$ cat src/rtl/kpu_defines.svh
`ifndef KPU_DEFINES_SVH
`define KPU_DEFINES_SVH
// ****************************************
// timing
// ****************************************
`define KPU_CLK_KHZ 25000
`define KPU_TICK_US 30
`define KPU_TICK_CYC ((`KPU_CLK_KHZ * `KPU_TICK_US) / 1000)
`define KPU_STAB_TICKS 11'h001
// ****************************************
// register map
// ****************************************
`define KPU_ADDR_WAIT 32'h0b000192
`define KPU_ADDR_EMPTY_SCAN_REPEATS 32'h0b000194
`define KPU_ADDR_FLAGS 32'h0b000196
`define KPU_ADDR_CTRL 32'h0b0001a0
`define KPU_ADDR_IDLE 32'h0b0001a2
`define KPU_WAIT_W 10
`define KPU_REP_W 6
`define KPU_IDLE_W 5
`define KPU_IDLE_RST 5'h1f
`define KPU_REP_FULL 7'h40
// ****************************************
// field positions
// ****************************************
`define KPU_FLG_KEY 0
`define KPU_FLG_DONE 1
`define KPU_FLG_LOST 2
`define KPU_FLG_PG1 3
`define KPU_FLG_PG2 4
`define KPU_FLG_W 5
`define KPU_CTL_EN 0
`define KPU_CTL_AUTOSCAN 1
`define KPU_CTL_AUTOSTOP 2
`define KPU_CTL_PGSTOP 3
`define KPU_CTL_W 4
`define KPU_COLS 8
`define KPU_LAST_COL 3'h7
`endif

$ cat src/rtl/kpu_dummy_end.sv
`timescale 1ns/1ps
`default_nettype none
`default_nettype wire

$ cat src/rtl/kpu_pkg.sv
`default_nettype none
package kpu_pkg;
  typedef enum logic [2:0] {
    kpu_st_stop,
    kpu_st_waitkey,
    kpu_st_drive,
    kpu_st_idle
  } kpu_state_t;
endpackage
`default_nettype wire

$ cat src/rtl/kpu_aux_if.sv
`timescale 1ns/1ps
`default_nettype none
interface kpu_aux_if;
  logic tick;
  logic [7:0] ret;
  modport tick_src (output tick);
  modport sync_src (output ret);
  modport core (input tick, input ret);
endinterface
`default_nettype wire

$ cat src/rtl/kpu_tick.sv
`timescale 1ns/1ps
`default_nettype none
`include "kpu_defines.svh"
module kpu_tick (
  input wire logic clock,
  input wire logic rst,
  kpu_aux_if.tick_src aux
);
  localparam logic [9:0] TICK_LAST = 10'(`KPU_TICK_CYC - 1);
  logic [9:0] cnt_q;
  logic tick_q;
  wire cnt_wrap = (cnt_q == TICK_LAST);

  // 30 us time base
  always_ff @(posedge clock) begin
    if (rst) begin
      cnt_q <= 10'h000;
      tick_q <= 1'b0;
    end else begin
      cnt_q <= cnt_wrap ? 10'h000 : cnt_q + 10'h001;
      tick_q <= cnt_wrap;
    end
  end
  assign aux.tick = tick_q;

  property p_tick_gap;
    @(posedge clock) disable iff (rst) tick_q |=> (!tick_q) [*8];
  endproperty
  a_tick_gap: assert property (p_tick_gap) else $error("tick repeats too soon");
endmodule
`default_nettype wire

$ cat src/rtl/kpu_sync.sv
`timescale 1ns/1ps
`default_nettype none
module kpu_sync (
  input wire logic clock,
  input wire logic rst,
  input wire logic [7:0] return_line_in,
  kpu_aux_if.sync_src aux
);
  logic [7:0] meta_q;
  logic [7:0] sync_q;

  always_ff @(posedge clock) begin
    if (rst) begin
      meta_q <= 8'h00;
      sync_q <= 8'h00;
    end else begin
      meta_q <= return_line_in;
      sync_q <= meta_q;
    end
  end
  assign aux.ret = sync_q;
endmodule
`default_nettype wire

$ cat src/rtl/kpu_top.sv
`timescale 1ns/1ps
`default_nettype none
`include "kpu_defines.svh"
module kpu_top (
  input wire logic clock,
  input wire logic rst,
  input wire logic [31:0] reg_addr,
  input wire logic [15:0] reg_wdata,
  input wire logic reg_wr,
  input wire logic reg_rd,
  output logic [15:0] reg_rdata,
  input wire logic [7:0] return_line_in,
  output logic [7:0] scan_column_out,
  output logic [7:0] scan_column_oe_n,
  input wire logic dma_page_in,
  input wire logic dma_ack,
  output logic dma_req,
  output logic [63:0] key_data_out
);
  kpu_aux_if aux ();

  kpu_tick u_tick (
    .clock(clock),
    .rst(rst),
    .aux(aux.tick_src)
  );

  kpu_sync u_sync (
    .clock(clock),
    .rst(rst),
    .return_line_in(return_line_in),
    .aux(aux.sync_src)
  );

  // ****************************************
  // registers
  // ****************************************
  logic [`KPU_WAIT_W-1:0] wait_interval_count_q;
  logic [`KPU_REP_W-1:0] empty_scan_repeats_q;
  logic [`KPU_IDLE_W-1:0] idle_count_q;
  logic [`KPU_CTL_W-1:0] ctl_q;
  logic [`KPU_FLG_W-1:0] flags_q;
  logic [`KPU_FLG_W-1:0] flags_d;
  logic [`KPU_FLG_W-1:0] flag_set;
  logic [15:0] rdata_q;

  wire wr_wait = reg_wr && (reg_addr == `KPU_ADDR_WAIT);
  wire wr_rep = reg_wr && (reg_addr == `KPU_ADDR_EMPTY_SCAN_REPEATS);
  wire wr_flags = reg_wr && (reg_addr == `KPU_ADDR_FLAGS);
  wire wr_ctl = reg_wr && (reg_addr == `KPU_ADDR_CTRL);
  wire wr_idle = reg_wr && (reg_addr == `KPU_ADDR_IDLE);

  wire scan_en = ctl_q[`KPU_CTL_EN];
  wire auto_scan = ctl_q[`KPU_CTL_AUTOSCAN];
  wire auto_stop = ctl_q[`KPU_CTL_AUTOSTOP];
  wire page_stop_enable = ctl_q[`KPU_CTL_PGSTOP];

  // ****************************************
  // sequencer
  // ****************************************
  kpu_pkg::kpu_state_t state_q;
  kpu_pkg::kpu_state_t state_d;
  logic [2:0] col_q;
  logic [2:0] col_d;
  logic [10:0] timer_q;
  logic [10:0] timer_d;
  logic [63:0] work_q;
  logic [63:0] key_data_q;
  logic [6:0] empty_cnt_q;
  logic stop_hit_q;
  logic pending_q;
  logic page_sel_q;
  logic dma_req_q;
  logic [7:0] col_out_q;
  logic [7:0] col_oe_n_q;
  logic sample;
  logic done_pulse;
  logic auto_halt;

  wire any_ret = |aux.ret;
  wire timer_expire = (timer_q == 11'h000) || (aux.tick && timer_q == 11'h001);
  wire last_col = (col_q == `KPU_LAST_COL);
  wire [10:0] idle_ticks = 11'(idle_count_q) + 11'h001;
  wire [10:0] gap_ticks = idle_ticks + 11'(wait_interval_count_q);
  wire [6:0] rep_target = (empty_scan_repeats_q == 6'h00) ? `KPU_REP_FULL :
                          7'(empty_scan_repeats_q);
  wire [63:0] work_next = work_q | (64'(aux.ret) << {col_q, 3'h0});
  wire scan_zero = (work_next == 64'h0);
  wire [6:0] empty_next = scan_zero ? empty_cnt_q + 7'h01 : 7'h00;

  always_comb begin
    state_d = state_q;
    col_d = col_q;
    timer_d = timer_q;
    sample = 1'b0;
    auto_halt = 1'b0;
    if (aux.tick && timer_q != 11'h000) begin
      timer_d = timer_q - 11'h001;
    end
    unique case (state_q)
      kpu_pkg::kpu_st_stop: begin
        if (scan_en && auto_scan) begin
          state_d = kpu_pkg::kpu_st_waitkey;
        end else if (scan_en) begin
          state_d = kpu_pkg::kpu_st_drive;
          col_d = 3'h0;
          timer_d = `KPU_STAB_TICKS;
        end
      end
      kpu_pkg::kpu_st_waitkey: begin
        if (any_ret) begin
          state_d = kpu_pkg::kpu_st_drive;
          col_d = 3'h0;
          timer_d = `KPU_STAB_TICKS;
        end
      end
      kpu_pkg::kpu_st_drive: begin
        if (timer_expire) begin
          sample = 1'b1;
          state_d = kpu_pkg::kpu_st_idle;
          timer_d = last_col ? gap_ticks : idle_ticks;
        end
      end
      kpu_pkg::kpu_st_idle: begin
        if (timer_expire && last_col && stop_hit_q) begin
          auto_halt = !auto_scan;
          state_d = auto_scan ? kpu_pkg::kpu_st_waitkey : kpu_pkg::kpu_st_stop;
        end else if (timer_expire) begin
          state_d = kpu_pkg::kpu_st_drive;
          col_d = col_q + 3'h1;
          timer_d = `KPU_STAB_TICKS;
        end
      end
    endcase
    if (!scan_en) begin
      state_d = kpu_pkg::kpu_st_stop;
    end
  end

  assign done_pulse = sample && last_col;

  always_ff @(posedge clock) begin
    if (rst) begin
      state_q <= kpu_pkg::kpu_st_stop;
      col_q <= 3'h0;
      timer_q <= 11'h000;
    end else begin
      state_q <= state_d;
      col_q <= col_d;
      timer_q <= timer_d;
    end
  end

  // key data collection and empty scan count
  always_ff @(posedge clock) begin
    if (rst) begin
      work_q <= 64'h0;
      key_data_q <= 64'h0;
      empty_cnt_q <= 7'h00;
      stop_hit_q <= 1'b0;
    end else if (done_pulse) begin
      work_q <= 64'h0;
      key_data_q <= work_next;
      empty_cnt_q <= (empty_next >= rep_target) ? 7'h00 : empty_next;
      stop_hit_q <= auto_stop && (empty_next >= rep_target);
    end else if (sample) begin
      work_q <= work_next;
    end else if (state_q == kpu_pkg::kpu_st_stop) begin
      work_q <= 64'h0;
      empty_cnt_q <= 7'h00;
      stop_hit_q <= 1'b0;
    end
  end

  // column drive: waitkey drives all high, drive one column
  wire [7:0] onehot = 8'h01 << col_q;
  wire [7:0] col_out_d = (state_q == kpu_pkg::kpu_st_waitkey) ? 8'hff :
                         (state_q == kpu_pkg::kpu_st_drive) ? onehot : 8'h00;

  always_ff @(posedge clock) begin
    if (rst) begin
      col_out_q <= 8'h00;
      col_oe_n_q <= 8'hff;
    end else begin
      col_out_q <= col_out_d;
      col_oe_n_q <= ~col_out_d;
    end
  end

  // ****************************************
  // dma side
  // ****************************************
  wire page_hit = dma_ack && dma_page_in;
  wire dma_halt = (page_stop_enable && flags_q[`KPU_FLG_PG1]) || flags_q[`KPU_FLG_PG2];

  always_ff @(posedge clock) begin
    if (rst) begin
      pending_q <= 1'b0;
      page_sel_q <= 1'b0;
      dma_req_q <= 1'b0;
    end else begin
      pending_q <= done_pulse || (pending_q && !dma_ack);
      page_sel_q <= page_hit ? !page_sel_q : page_sel_q;
      dma_req_q <= pending_q && !dma_ack && !dma_halt;
    end
  end

  // ****************************************
  // flags, set wins over clear
  // ****************************************
  assign flag_set[`KPU_FLG_KEY] = any_ret && (state_q != kpu_pkg::kpu_st_stop);
  assign flag_set[`KPU_FLG_DONE] = done_pulse;
  assign flag_set[`KPU_FLG_LOST] = done_pulse && pending_q && !dma_ack;
  assign flag_set[`KPU_FLG_PG1] = page_hit && !page_sel_q;
  assign flag_set[`KPU_FLG_PG2] = page_hit && page_sel_q;
  wire [`KPU_FLG_W-1:0] flag_clr = wr_flags ? reg_wdata[`KPU_FLG_W-1:0] : '0;
  assign flags_d = (flags_q & ~flag_clr) | flag_set;

  always_ff @(posedge clock) begin
    if (rst) begin
      wait_interval_count_q <= '0;
      empty_scan_repeats_q <= '0;
      idle_count_q <= `KPU_IDLE_RST;
      ctl_q <= '0;
      flags_q <= '0;
    end else begin
      if (wr_wait) wait_interval_count_q <= reg_wdata[`KPU_WAIT_W-1:0];
      if (wr_rep) empty_scan_repeats_q <= reg_wdata[`KPU_REP_W-1:0];
      if (wr_idle) idle_count_q <= reg_wdata[`KPU_IDLE_W-1:0];
      if (wr_ctl) begin
        ctl_q <= reg_wdata[`KPU_CTL_W-1:0];
      end else if (auto_halt) begin
        ctl_q[`KPU_CTL_EN] <= 1'b0;
      end
      flags_q <= flags_d;
    end
  end

  // ****************************************
  // read path, zero fill above each field except control, which carries state in bits 6:4
  // ****************************************
  wire [15:0] rd_mux =
    (reg_addr == `KPU_ADDR_WAIT) ? 16'(wait_interval_count_q) :
    (reg_addr == `KPU_ADDR_EMPTY_SCAN_REPEATS) ? 16'(empty_scan_repeats_q) :
    (reg_addr == `KPU_ADDR_FLAGS) ? 16'(flags_q) :
    (reg_addr == `KPU_ADDR_CTRL) ? {9'h000, 3'(state_q), ctl_q} :
    (reg_addr == `KPU_ADDR_IDLE) ? 16'(idle_count_q) : 16'h0000;

  always_ff @(posedge clock) begin
    if (rst) begin
      rdata_q <= 16'h0000;
    end else begin
      rdata_q <= reg_rd ? rd_mux : 16'h0000;
    end
  end

  assign reg_rdata = rdata_q;
  assign scan_column_out = col_out_q;
  assign scan_column_oe_n = col_oe_n_q;
  assign dma_req = dma_req_q;
  assign key_data_out = key_data_q;

  // ****************************************
  // checks
  // ****************************************
  property p_gap_load;
    @(posedge clock) disable iff (rst)
      (done_pulse && scan_en) |=> (timer_q == $past(gap_ticks));
  endproperty
  a_gap_load: assert property (p_gap_load) else $error("bad gap after last column");

  property p_w1c;
    @(posedge clock) disable iff (rst)
      (wr_flags && reg_wdata[`KPU_FLG_DONE] && !done_pulse) |=> !flags_q[`KPU_FLG_DONE];
  endproperty
  a_w1c: assert property (p_w1c) else $error("flag not cleared by one");

  property p_w0_hold;
    @(posedge clock) disable iff (rst)
      (wr_flags && !reg_wdata[`KPU_FLG_LOST] && flags_q[`KPU_FLG_LOST])
      |=> flags_q[`KPU_FLG_LOST];
  endproperty
  a_w0_hold: assert property (p_w0_hold) else $error("flag lost on zero write");

  property p_key_start;
    @(posedge clock) disable iff (rst)
      (state_q == kpu_pkg::kpu_st_waitkey && any_ret && scan_en)
      |=> flags_q[`KPU_FLG_KEY] && state_q == kpu_pkg::kpu_st_drive ##1 col_out_q == 8'h01;
  endproperty
  a_key_start: assert property (p_key_start) else $error("key input did not start scan");

  property p_done;
    @(posedge clock) disable iff (rst) done_pulse |=> flags_q[`KPU_FLG_DONE] && pending_q;
  endproperty
  a_done: assert property (p_done) else $error("scan completion not flagged");

  property p_lost;
    @(posedge clock) disable iff (rst)
      (done_pulse && pending_q && !dma_ack) |=> flags_q[`KPU_FLG_LOST];
  endproperty
  a_lost: assert property (p_lost) else $error("data loss not flagged");

  property p_pg1;
    @(posedge clock) disable iff (rst)
      (page_hit && !page_sel_q) |=> flags_q[`KPU_FLG_PG1] && page_sel_q;
  endproperty
  a_pg1: assert property (p_pg1) else $error("first page boundary missed");

  property p_pg1_halt;
    @(posedge clock) disable iff (rst)
      (flags_q[`KPU_FLG_PG1] && page_stop_enable) |=> !dma_req_q;
  endproperty
  a_pg1_halt: assert property (p_pg1_halt) else $error("request after page one stop");

  property p_pg2_halt;
    @(posedge clock) disable iff (rst) flags_q[`KPU_FLG_PG2] |=> !dma_req_q;
  endproperty
  a_pg2_halt: assert property (p_pg2_halt) else $error("request after page two");

  property p_resv;
    @(posedge clock) disable iff (rst)
      (reg_rd && reg_addr == `KPU_ADDR_EMPTY_SCAN_REPEATS) |=> reg_rdata[15:6] == 10'h000;
  endproperty
  a_resv: assert property (p_resv) else $error("reserved bits not zero");
endmodule
`default_nettype wire

$ cat config.mk
export PLATFORM = sky130hd
export DESIGN_NAME = kpu_top
export DESIGN_NICKNAME = d
export VERILOG_FILES = /design/src/rtl/kpu_dummy_end.sv /design/src/rtl/kpu_pkg.sv /design/src/rtl/kpu_aux_if.sv /design/src/rtl/kpu_tick.sv /design/src/rtl/kpu_sync.sv /design/src/rtl/kpu_top.sv
export VERILOG_INCLUDE_DIRS = /design/src /design/src/rtl
export SDC_FILE = /design/constraint.sdc
export NUM_CORES = 1
export LEC_CHECK = 0
export BUFFER_PORTS_ARGS = -buffer_cell sky130_fd_sc_hd__buf_2
export CAP_MARGIN = 20
export CORE_ASPECT_RATIO = 0.8
export CORE_UTILIZATION = 45
export CTS_BUF_LIST = sky130_fd_sc_hd__clkbuf_8
export DETAILED_ROUTE_END_ITERATION = 7
export PLACE_DENSITY_LB_ADDON = 0.12
export SLEW_MARGIN = 20
export SYNTH_ARGS = -nofsm -noshare
export SYNTH_HDL_FRONTEND = slang
export SYNTH_HIERARCHICAL = 1
export SYNTH_SLANG_ARGS = --single-unit
export TNS_END_PERCENT = 10
$ cat constraint.sdc
create_clock -name clock -period 11.5 [get_ports clock]
set_input_delay 1.15 -clock clock [delete_from_list [all_inputs] [get_ports clock]]
set_output_delay 1.15 -clock clock [all_outputs]
set_load 0.02 [all_outputs]
==> results of run 1 <==
==> final cells by class <==
| class | instances | share of cell area (%) |
|---|---|---|
| Clock buffer | 46 | 5.06 |
| Timing Repair Buffer | 164 | 6.94 |
| Multi-Input combinational cell | 890 | 43.3 |
| Sequential cell | 238 | 38.1 |
| Clock inverter | 25 | 2.37 |
| Inverter | 37 | 1.11 |
| Tap cell | 312 | 3.12 |
==> per-stage QoR <==
step	hold WS, ns	cell area, µm²	total power, µW
after floorplan	0.406	10700	887
final	0.435	12500	1770
after CTS	0.440	12500	1780
after global placement	0.423	11600	908
after global routing	0.448	12500	1830
after detailed placement	0.421	11600	909
==> synth_stat cells (all sizes together) (6+ instances only) <==
library cell,number,share of area (%)
dfxtp,238,44
nor2,170,6.0
nand2,117,4.1
nor3,75,3.7
a21oi,65,3.0
a211oi,61,4.3
clkbuf,58,2.0
a22oi,45,3.2
nand3,39,2.0
buf,38,2.0
inv,35,1.2
mux2i,27,2.5
ha,25,2.9
nor4,23,1.9
o21ai,20,0.93
nand2b,16,0.93
nand4,16,0.93
nor2b,16,1.1
and2,12,0.72
xor2,12,0.98
o211ai,10,0.70
xnor2,10,0.82
a21o,7,0.49
a41oi,7,0.57
or4,7,0.53
a31oi,6,0.35
and2b,6,0.49
and3,6,0.35
o22ai,6,0.35
or3,6,0.35
==> worst max-delay path: stages (launching register included) <==
cell and delay, ns:
dfxtp_1 0.49, buf_4 0.39, nor3_1 0.23, a2111oi_0 0.52, nand4b_1 0.23, nor4_2 0.53
nand3_2 0.33, or2_2 0.37, ha_1 0.28, nand2b_1 0.14, a31oi_1 0.16, o21ai_0 0.24
nor4_2 0.57, a41oi_1 0.23, nor2_1 0.14
==> cells by family after synthesis <==
group                      Yosys count  share of synthesized area [%]
DFF                                238                           44.5
muxes                               28                           2.63
other                                1                         0.0350
and+or+nand+nor                    538                           25.2
buffers and inverters              133                           5.28
AOI/OAI and AO/OA                  270                           17.4
xor gates and xnor gates            22                           1.80
adders and majority gates           26                           3.11
==> report_power, final <==
group	leakage [µW]	switching (µW)	total [µW]	internal, µW
combinational	0.00270	37.9	57.0	19.1
clock	0.000502	351	876	525
sequential	0.00192	4.80	834	829
==> state kept, by name, indices dropped and copies added (netlist names), 2 cells and up <==
signal / flops
u_sync/meta_q: 8
timer_q: 11
empty_cnt_q: 7
empty_scan_repeats_q: 6
ctl_q: 4
work_q: 64
scan_column_oe_n: 8
reg_rdata: 10
col_q: 3
idle_count_q: 5
scan_column_out: 8
wait_interval_count_q: 10
u_tick/cnt_q: 10
key_data_out: 64
state_q: 2
flags_q: 5
u_sync/aux.ret: 8
==> path summary, 6_finish.rpt <==
| kind | from | endpoint | slack [ns] | depth (start not counted) |
|---|---|---|---|---|
| hold reg to reg | u_sync/meta_q[6]$_SDFF_PP0_ | u_sync/aux.ret[6]$_SDFF_PP0_ | 0.43 | 1 |
| hold / removal | u_sync/meta_q[6]$_SDFF_PP0_ | u_sync/aux.ret[6]$_SDFF_PP0_ | 0.43 | 1 |
| setup reg to reg | col_q[2]$_SDFFE_PP0P_ | empty_cnt_q[2]$_SDFFE_PP0P_ | 6.59 | 14 |
| setup / recovery | col_q[2]$_SDFFE_PP0P_ | empty_cnt_q[2]$_SDFFE_PP0P_ | 6.59 | 14 |
==> routing by layer <==
layer	vias up	share of wire (%)	global-route usage [%]
li1	4704	-	-
met1	4415	51	36.2
met2	343	40	33.4
met3	40	7.8	4.70
met4	0	1.6	6.00
met5	-	0	0
==> flow_summary.json, run 1 <==
{
  "outcome": "completed",
  "nets": 1459,
  "synth_area_um2": 10700,
  "portBuffers": 146,
  "antenna_found_initial": 0,
  "die_w_um": 175,
  "setup_tns_ns": 0,
  "min_period_over_period_pct": 42.7,
  "drc": 0,
  "final_common_cell": "dfxtp_1",
  "synthCells": 1256,
  "clk_latency_ns": 0.54,
  "ys.flop_type": "dfxtp_1",
  "dp_slack_ns": 6.69,
  "drv_cap": 0,
  "crit_type": "register to register",
  "yosysWarnings": 6,
  "cts_tree": "done",
  "post_cts_buffers": 0,
  "final_antenna_net_count": 0,
  "avgViaCountPerCell": 5.55,
  "synth_edf_count": 0,
  "grt_overflow_total": 0,
  "grt_pass1_wl_um": 47100,
  "synth_area_per_cell_um2": 8.53,
  "slew_violations": 0,
  "num_vias": 9502,
  "final_util_pct": 53.5,
  "cts_root_buf": "clkbuf_8",
  "rows": 50,
  "arrival_ns": 5.39,
  "multi_input_area_um2": 5430,
  "synth_cell_type_count": 76,
  "hold_buffers": 0,
  "powerDensity_nw_per_um2": 141,
  "fillCellCount": 2228,
  "cts_made_buffers": 40,
  "cp_max_fo": 28,
  "io_pins": 159,
  "start_util_pct": 45.8,
  "placed_cells": 1641,
  "cts_sinks": 238,
  "num_antenna_cells": 0,
  "core-area_um2": 23400,
  "wire_per_inst_um": 17.1,
  "setup_slack_ns": 6.59,
  "syn_to_final_growth_pct": 16.8,
  "cts_max_path_buffers": 3,
  "dieHeight_um": 140,
  "period_minus_slack_ns": 4.91,
  "yosysSeqAreaShare_pct": 44.5,
  "peakVddDrop_uv": 82.2,
  "setup_violations": 0,
  "dr.pass1.iters": 6,
  "fp.dieArea_um2": 24400,
  "fin_cells": 1712,
  "mostFrequentLayoutCells": "dfxtp_1 (238), nor2_1 (169), buf_2 (145)",
  "htreeDepth": 2,
  "grt_pass1_vias": 8746,
  "hold_viol_final": 0,
  "rsz0062_at_grt": "no",
  "leakage_uw": 0.00512,
  "synthArstFlopShare_pct": 0,
  "gr-usage-all-layers_pct": 23.6,
  "critPathLaunchType": "register",
  "post_cts_resized": 0,
  "finClkSkew_ns": 0.0237,
  "dp_hpwl_um": 19500,
  "critPathRequiredTime_ns": 11.97,
  "maxSlewHeadroom_pct": 29.2,
  "yosys_register_bits": 238,
  "clk_pin_slew_ns": 0.07,
  "regArea_um2": 4760,
  "gp_congestion": 0.850,
  "drt_iter0_drc": 727,
  "grt_max_degree": 68,
  "drive_gt1_share_pct": 19.1,
  "max_freq_ghz": 0.204,
  "worstHoldPathType": "register to register",
  "tightestPinTransition_ns": 1.06,
  "finalWirelength_um": 29300,
  "endpoint_kind": "register"
}
(Power assumes the default switching activity.)
==> run 2, diff against run 1 <==
==> constraint.sdc (replaced) <==
create_clock -name clock -period 4.6 [get_ports clock]
set_input_delay 0.46 -clock clock [delete_from_list [all_inputs] [get_ports clock]]
set_output_delay 0.46 -clock clock [all_outputs]
set_load 0.02 [all_outputs]
==> flow_summary.json, run 2 (same netlist as run 1, synthesis figures left out) <==
{
  "outcome": "completed",
  "gp_congestion": 0.875,
  "cts_root_buf": "clkbuf_8",
  "slowest_delay_ns": 0.71,
  "final_antenna_net_count": 0,
  "rows": 50,
  "clk_pin_slew_ns": 0.06,
  "hold_path_end": "wait_interval_count_q[9]$_SDFFE_PP0P_",
  "htreeDepth": 2,
  "rr_worst_depth": 14,
  "dp_hpwl_um": 20200,
  "nets": 1470,
  "arrival_ns": 4.65,
  "cts_sinks": 238,
  "hold_ws_ns": 0.136,
  "final_common_cell": "dfxtp_1",
  "finClkSkew_ns": 0.0290,
  "drv_cap": 0,
  "grt_pass1_wl_um": 47100,
  "core-area_um2": 23400,
  "max_freq_ghz": 0.239,
  "worstHoldPathType": "input pin to register",
  "drive_gt1_share_pct": 19.4,
  "hp-start": "reg_wdata[9]",
  "grt_max_degree": 72,
  "setup_tns_ns": 0,
  "syn_to_final_growth_pct": 16.7,
  "mostFrequentLayoutCells": "dfxtp_1 (238), nor2_1 (169), buf_2 (145)",
  "critPathRequiredTime_ns": 5.07,
  "num_vias": 9596,
  "portBuffers": 146,
  "finalWirelength_um": 29600,
  "place_area_um2": 11700,
  "cts_tree": "done",
  "cts_made_buffers": 41,
  "r2r_end": "empty_cnt_q[2]$_SDFFE_PP0P_",
  "critical_path.slowest_cell": "dfxtp_1",
  "leakage_uw": 0.00517,
  "fin_cells": 1726,
  "tightestPinTransition_ns": 1.07,
  "avgViaCountPerCell": 5.56,
  "clk_latency_ns": 0.55,
  "hold_viol_final": 0,
  "num_antenna_cells": 0,
  "critPathLaunchType": "register",
  "maxSlewHeadroom_pct": 28.6,
  "cp_max_fo": 16,
  "crit_chain": "nor2_1, a2111oi_0, o2111ai_1, nor4_2, buf_4, nand3_2, or2_2, ha_1, nand2b_1, a31oi_1, o21ai_0, nor4_2, a41oi_1, nor2_1",
  "dieHeight_um": 140,
  "cpLargestDelayFamily": "simple AND/OR/NAND/NOR gates",
  "drt_iter0_drc": 864,
  "dr.pass1.iters": 5,
  "post_cts_resized": 0,
  "endpoint_kind": "register",
  "r2r_start": "col_q[1]$_SDFFE_PP0P_",
  "worst-path-buf-inv": 1,
  "wire_per_inst_um": 17.2,
  "min_path_cells": 3,
  "gr-usage-all-layers_pct": 23.8,
  "crit_type": "register to register",
  "slew_violations": 0,
  "final_area_um2": 12500,
  "antenna_found_initial": 0,
  "reg2reg_slack_ns": 0.42,
  "die_w_um": 175,
  "start_util_pct": 45.8,
  "post_cts_buffers": 0,
  "period_minus_slack_ns": 4.18,
  "fp.dieArea_um2": 24400,
  "hold_buffers": 0,
  "io_pins": 159,
  "powerDensity_nw_per_um2": 331,
  "peakVddDrop_uv": 316,
  "grt_pass1_vias": 8836,
  "cts_max_path_buffers": 3,
  "setup_violations": 0,
  "placed_cells": 1651,
  "grt_overflow_total": 0,
  "drc": 0,
  "min_period_over_period_pct": 91.0,
  "rsz0062_at_grt": "no"
}
## run 2: cell types whose count changed in the layout (fill, tap and decap cells not counted), moves of 2 or more
| cell | change |
|---|---|
| clkinvlp_4 | -2 |
| inv_1 | +9 |
| clkbuf_8 | +5 |
| bufinv_16 | -6 |
| buf_4 | +9 |
| clkinv_2 | -2 |
## run 2: through the flow
step                      setup slack, ns  power [µW]  util, %
final                               0.416        4140     53.5
after global routing                0.109        4290     53.5
after detailed placement            0.501        2280     49.9
after global placement              0.553        2280     49.9
after CTS                           0.427        4180     53.4
after floorplan                     0.817        2220        -
## run 2: metal layers
layer,share of wire (%),global-route usage [%]
met2,41,34.1
met1,49,35.3
met4,1.9,6.54
met5,0,0
met3,8.0,5.75
## run 2: area by class of cell
cell class	instances	area (µm²)
Multi-Input combinational cell	890	5430
Timing Repair Buffer	174	956
Clock inverter	24	125
Clock buffer	51	702
Fill cell	2287	10900
Inverter	37	139
Tap cell	312	390
Sequential cell	238	4760
## run 2: power breakdown
part           leakage, µW  switching [µW]  internal [µW]  total, µW
combinational      0.00275            96.0           52.4        148
sequential         0.00192            13.2           2070       2090
clock             0.000492             852           1050       1910
## run 2: how the worst max path moves through the flow
stage,to,start,cells past startpoint
6_report,empty_cnt_q[2]$_SDFFE_PP0P_,col_q[1]$_SDFFE_PP0P_,14
5_1_grt,empty_cnt_q[4]$_SDFFE_PP0P_,col_q[0]$_SDFFE_PP0P_,14
4_1_cts,empty_cnt_q[4]$_SDFFE_PP0P_,col_q[1]$_SDFFE_PP0P_,14
3_3_place_gp,empty_cnt_q[2]$_SDFFE_PP0P_,col_q[1]$_SDFFE_PP0P_,15
2_1_floorplan,empty_cnt_q[2]$_SDFFE_PP0P_,col_q[0]$_SDFFE_PP0P_,15
3_5_place_dp,empty_cnt_q[4]$_SDFFE_PP0P_,col_q[1]$_SDFFE_PP0P_,14
## run 2: worst register-to-register path: cells and delay by family, from the launching register on
family	cells	cell delay, ns
fa+ha+maj	1	0.28
compound gates	5	1.32
flops	1	0.71
simple gates	7	1.57
buf+inv	1	0.20
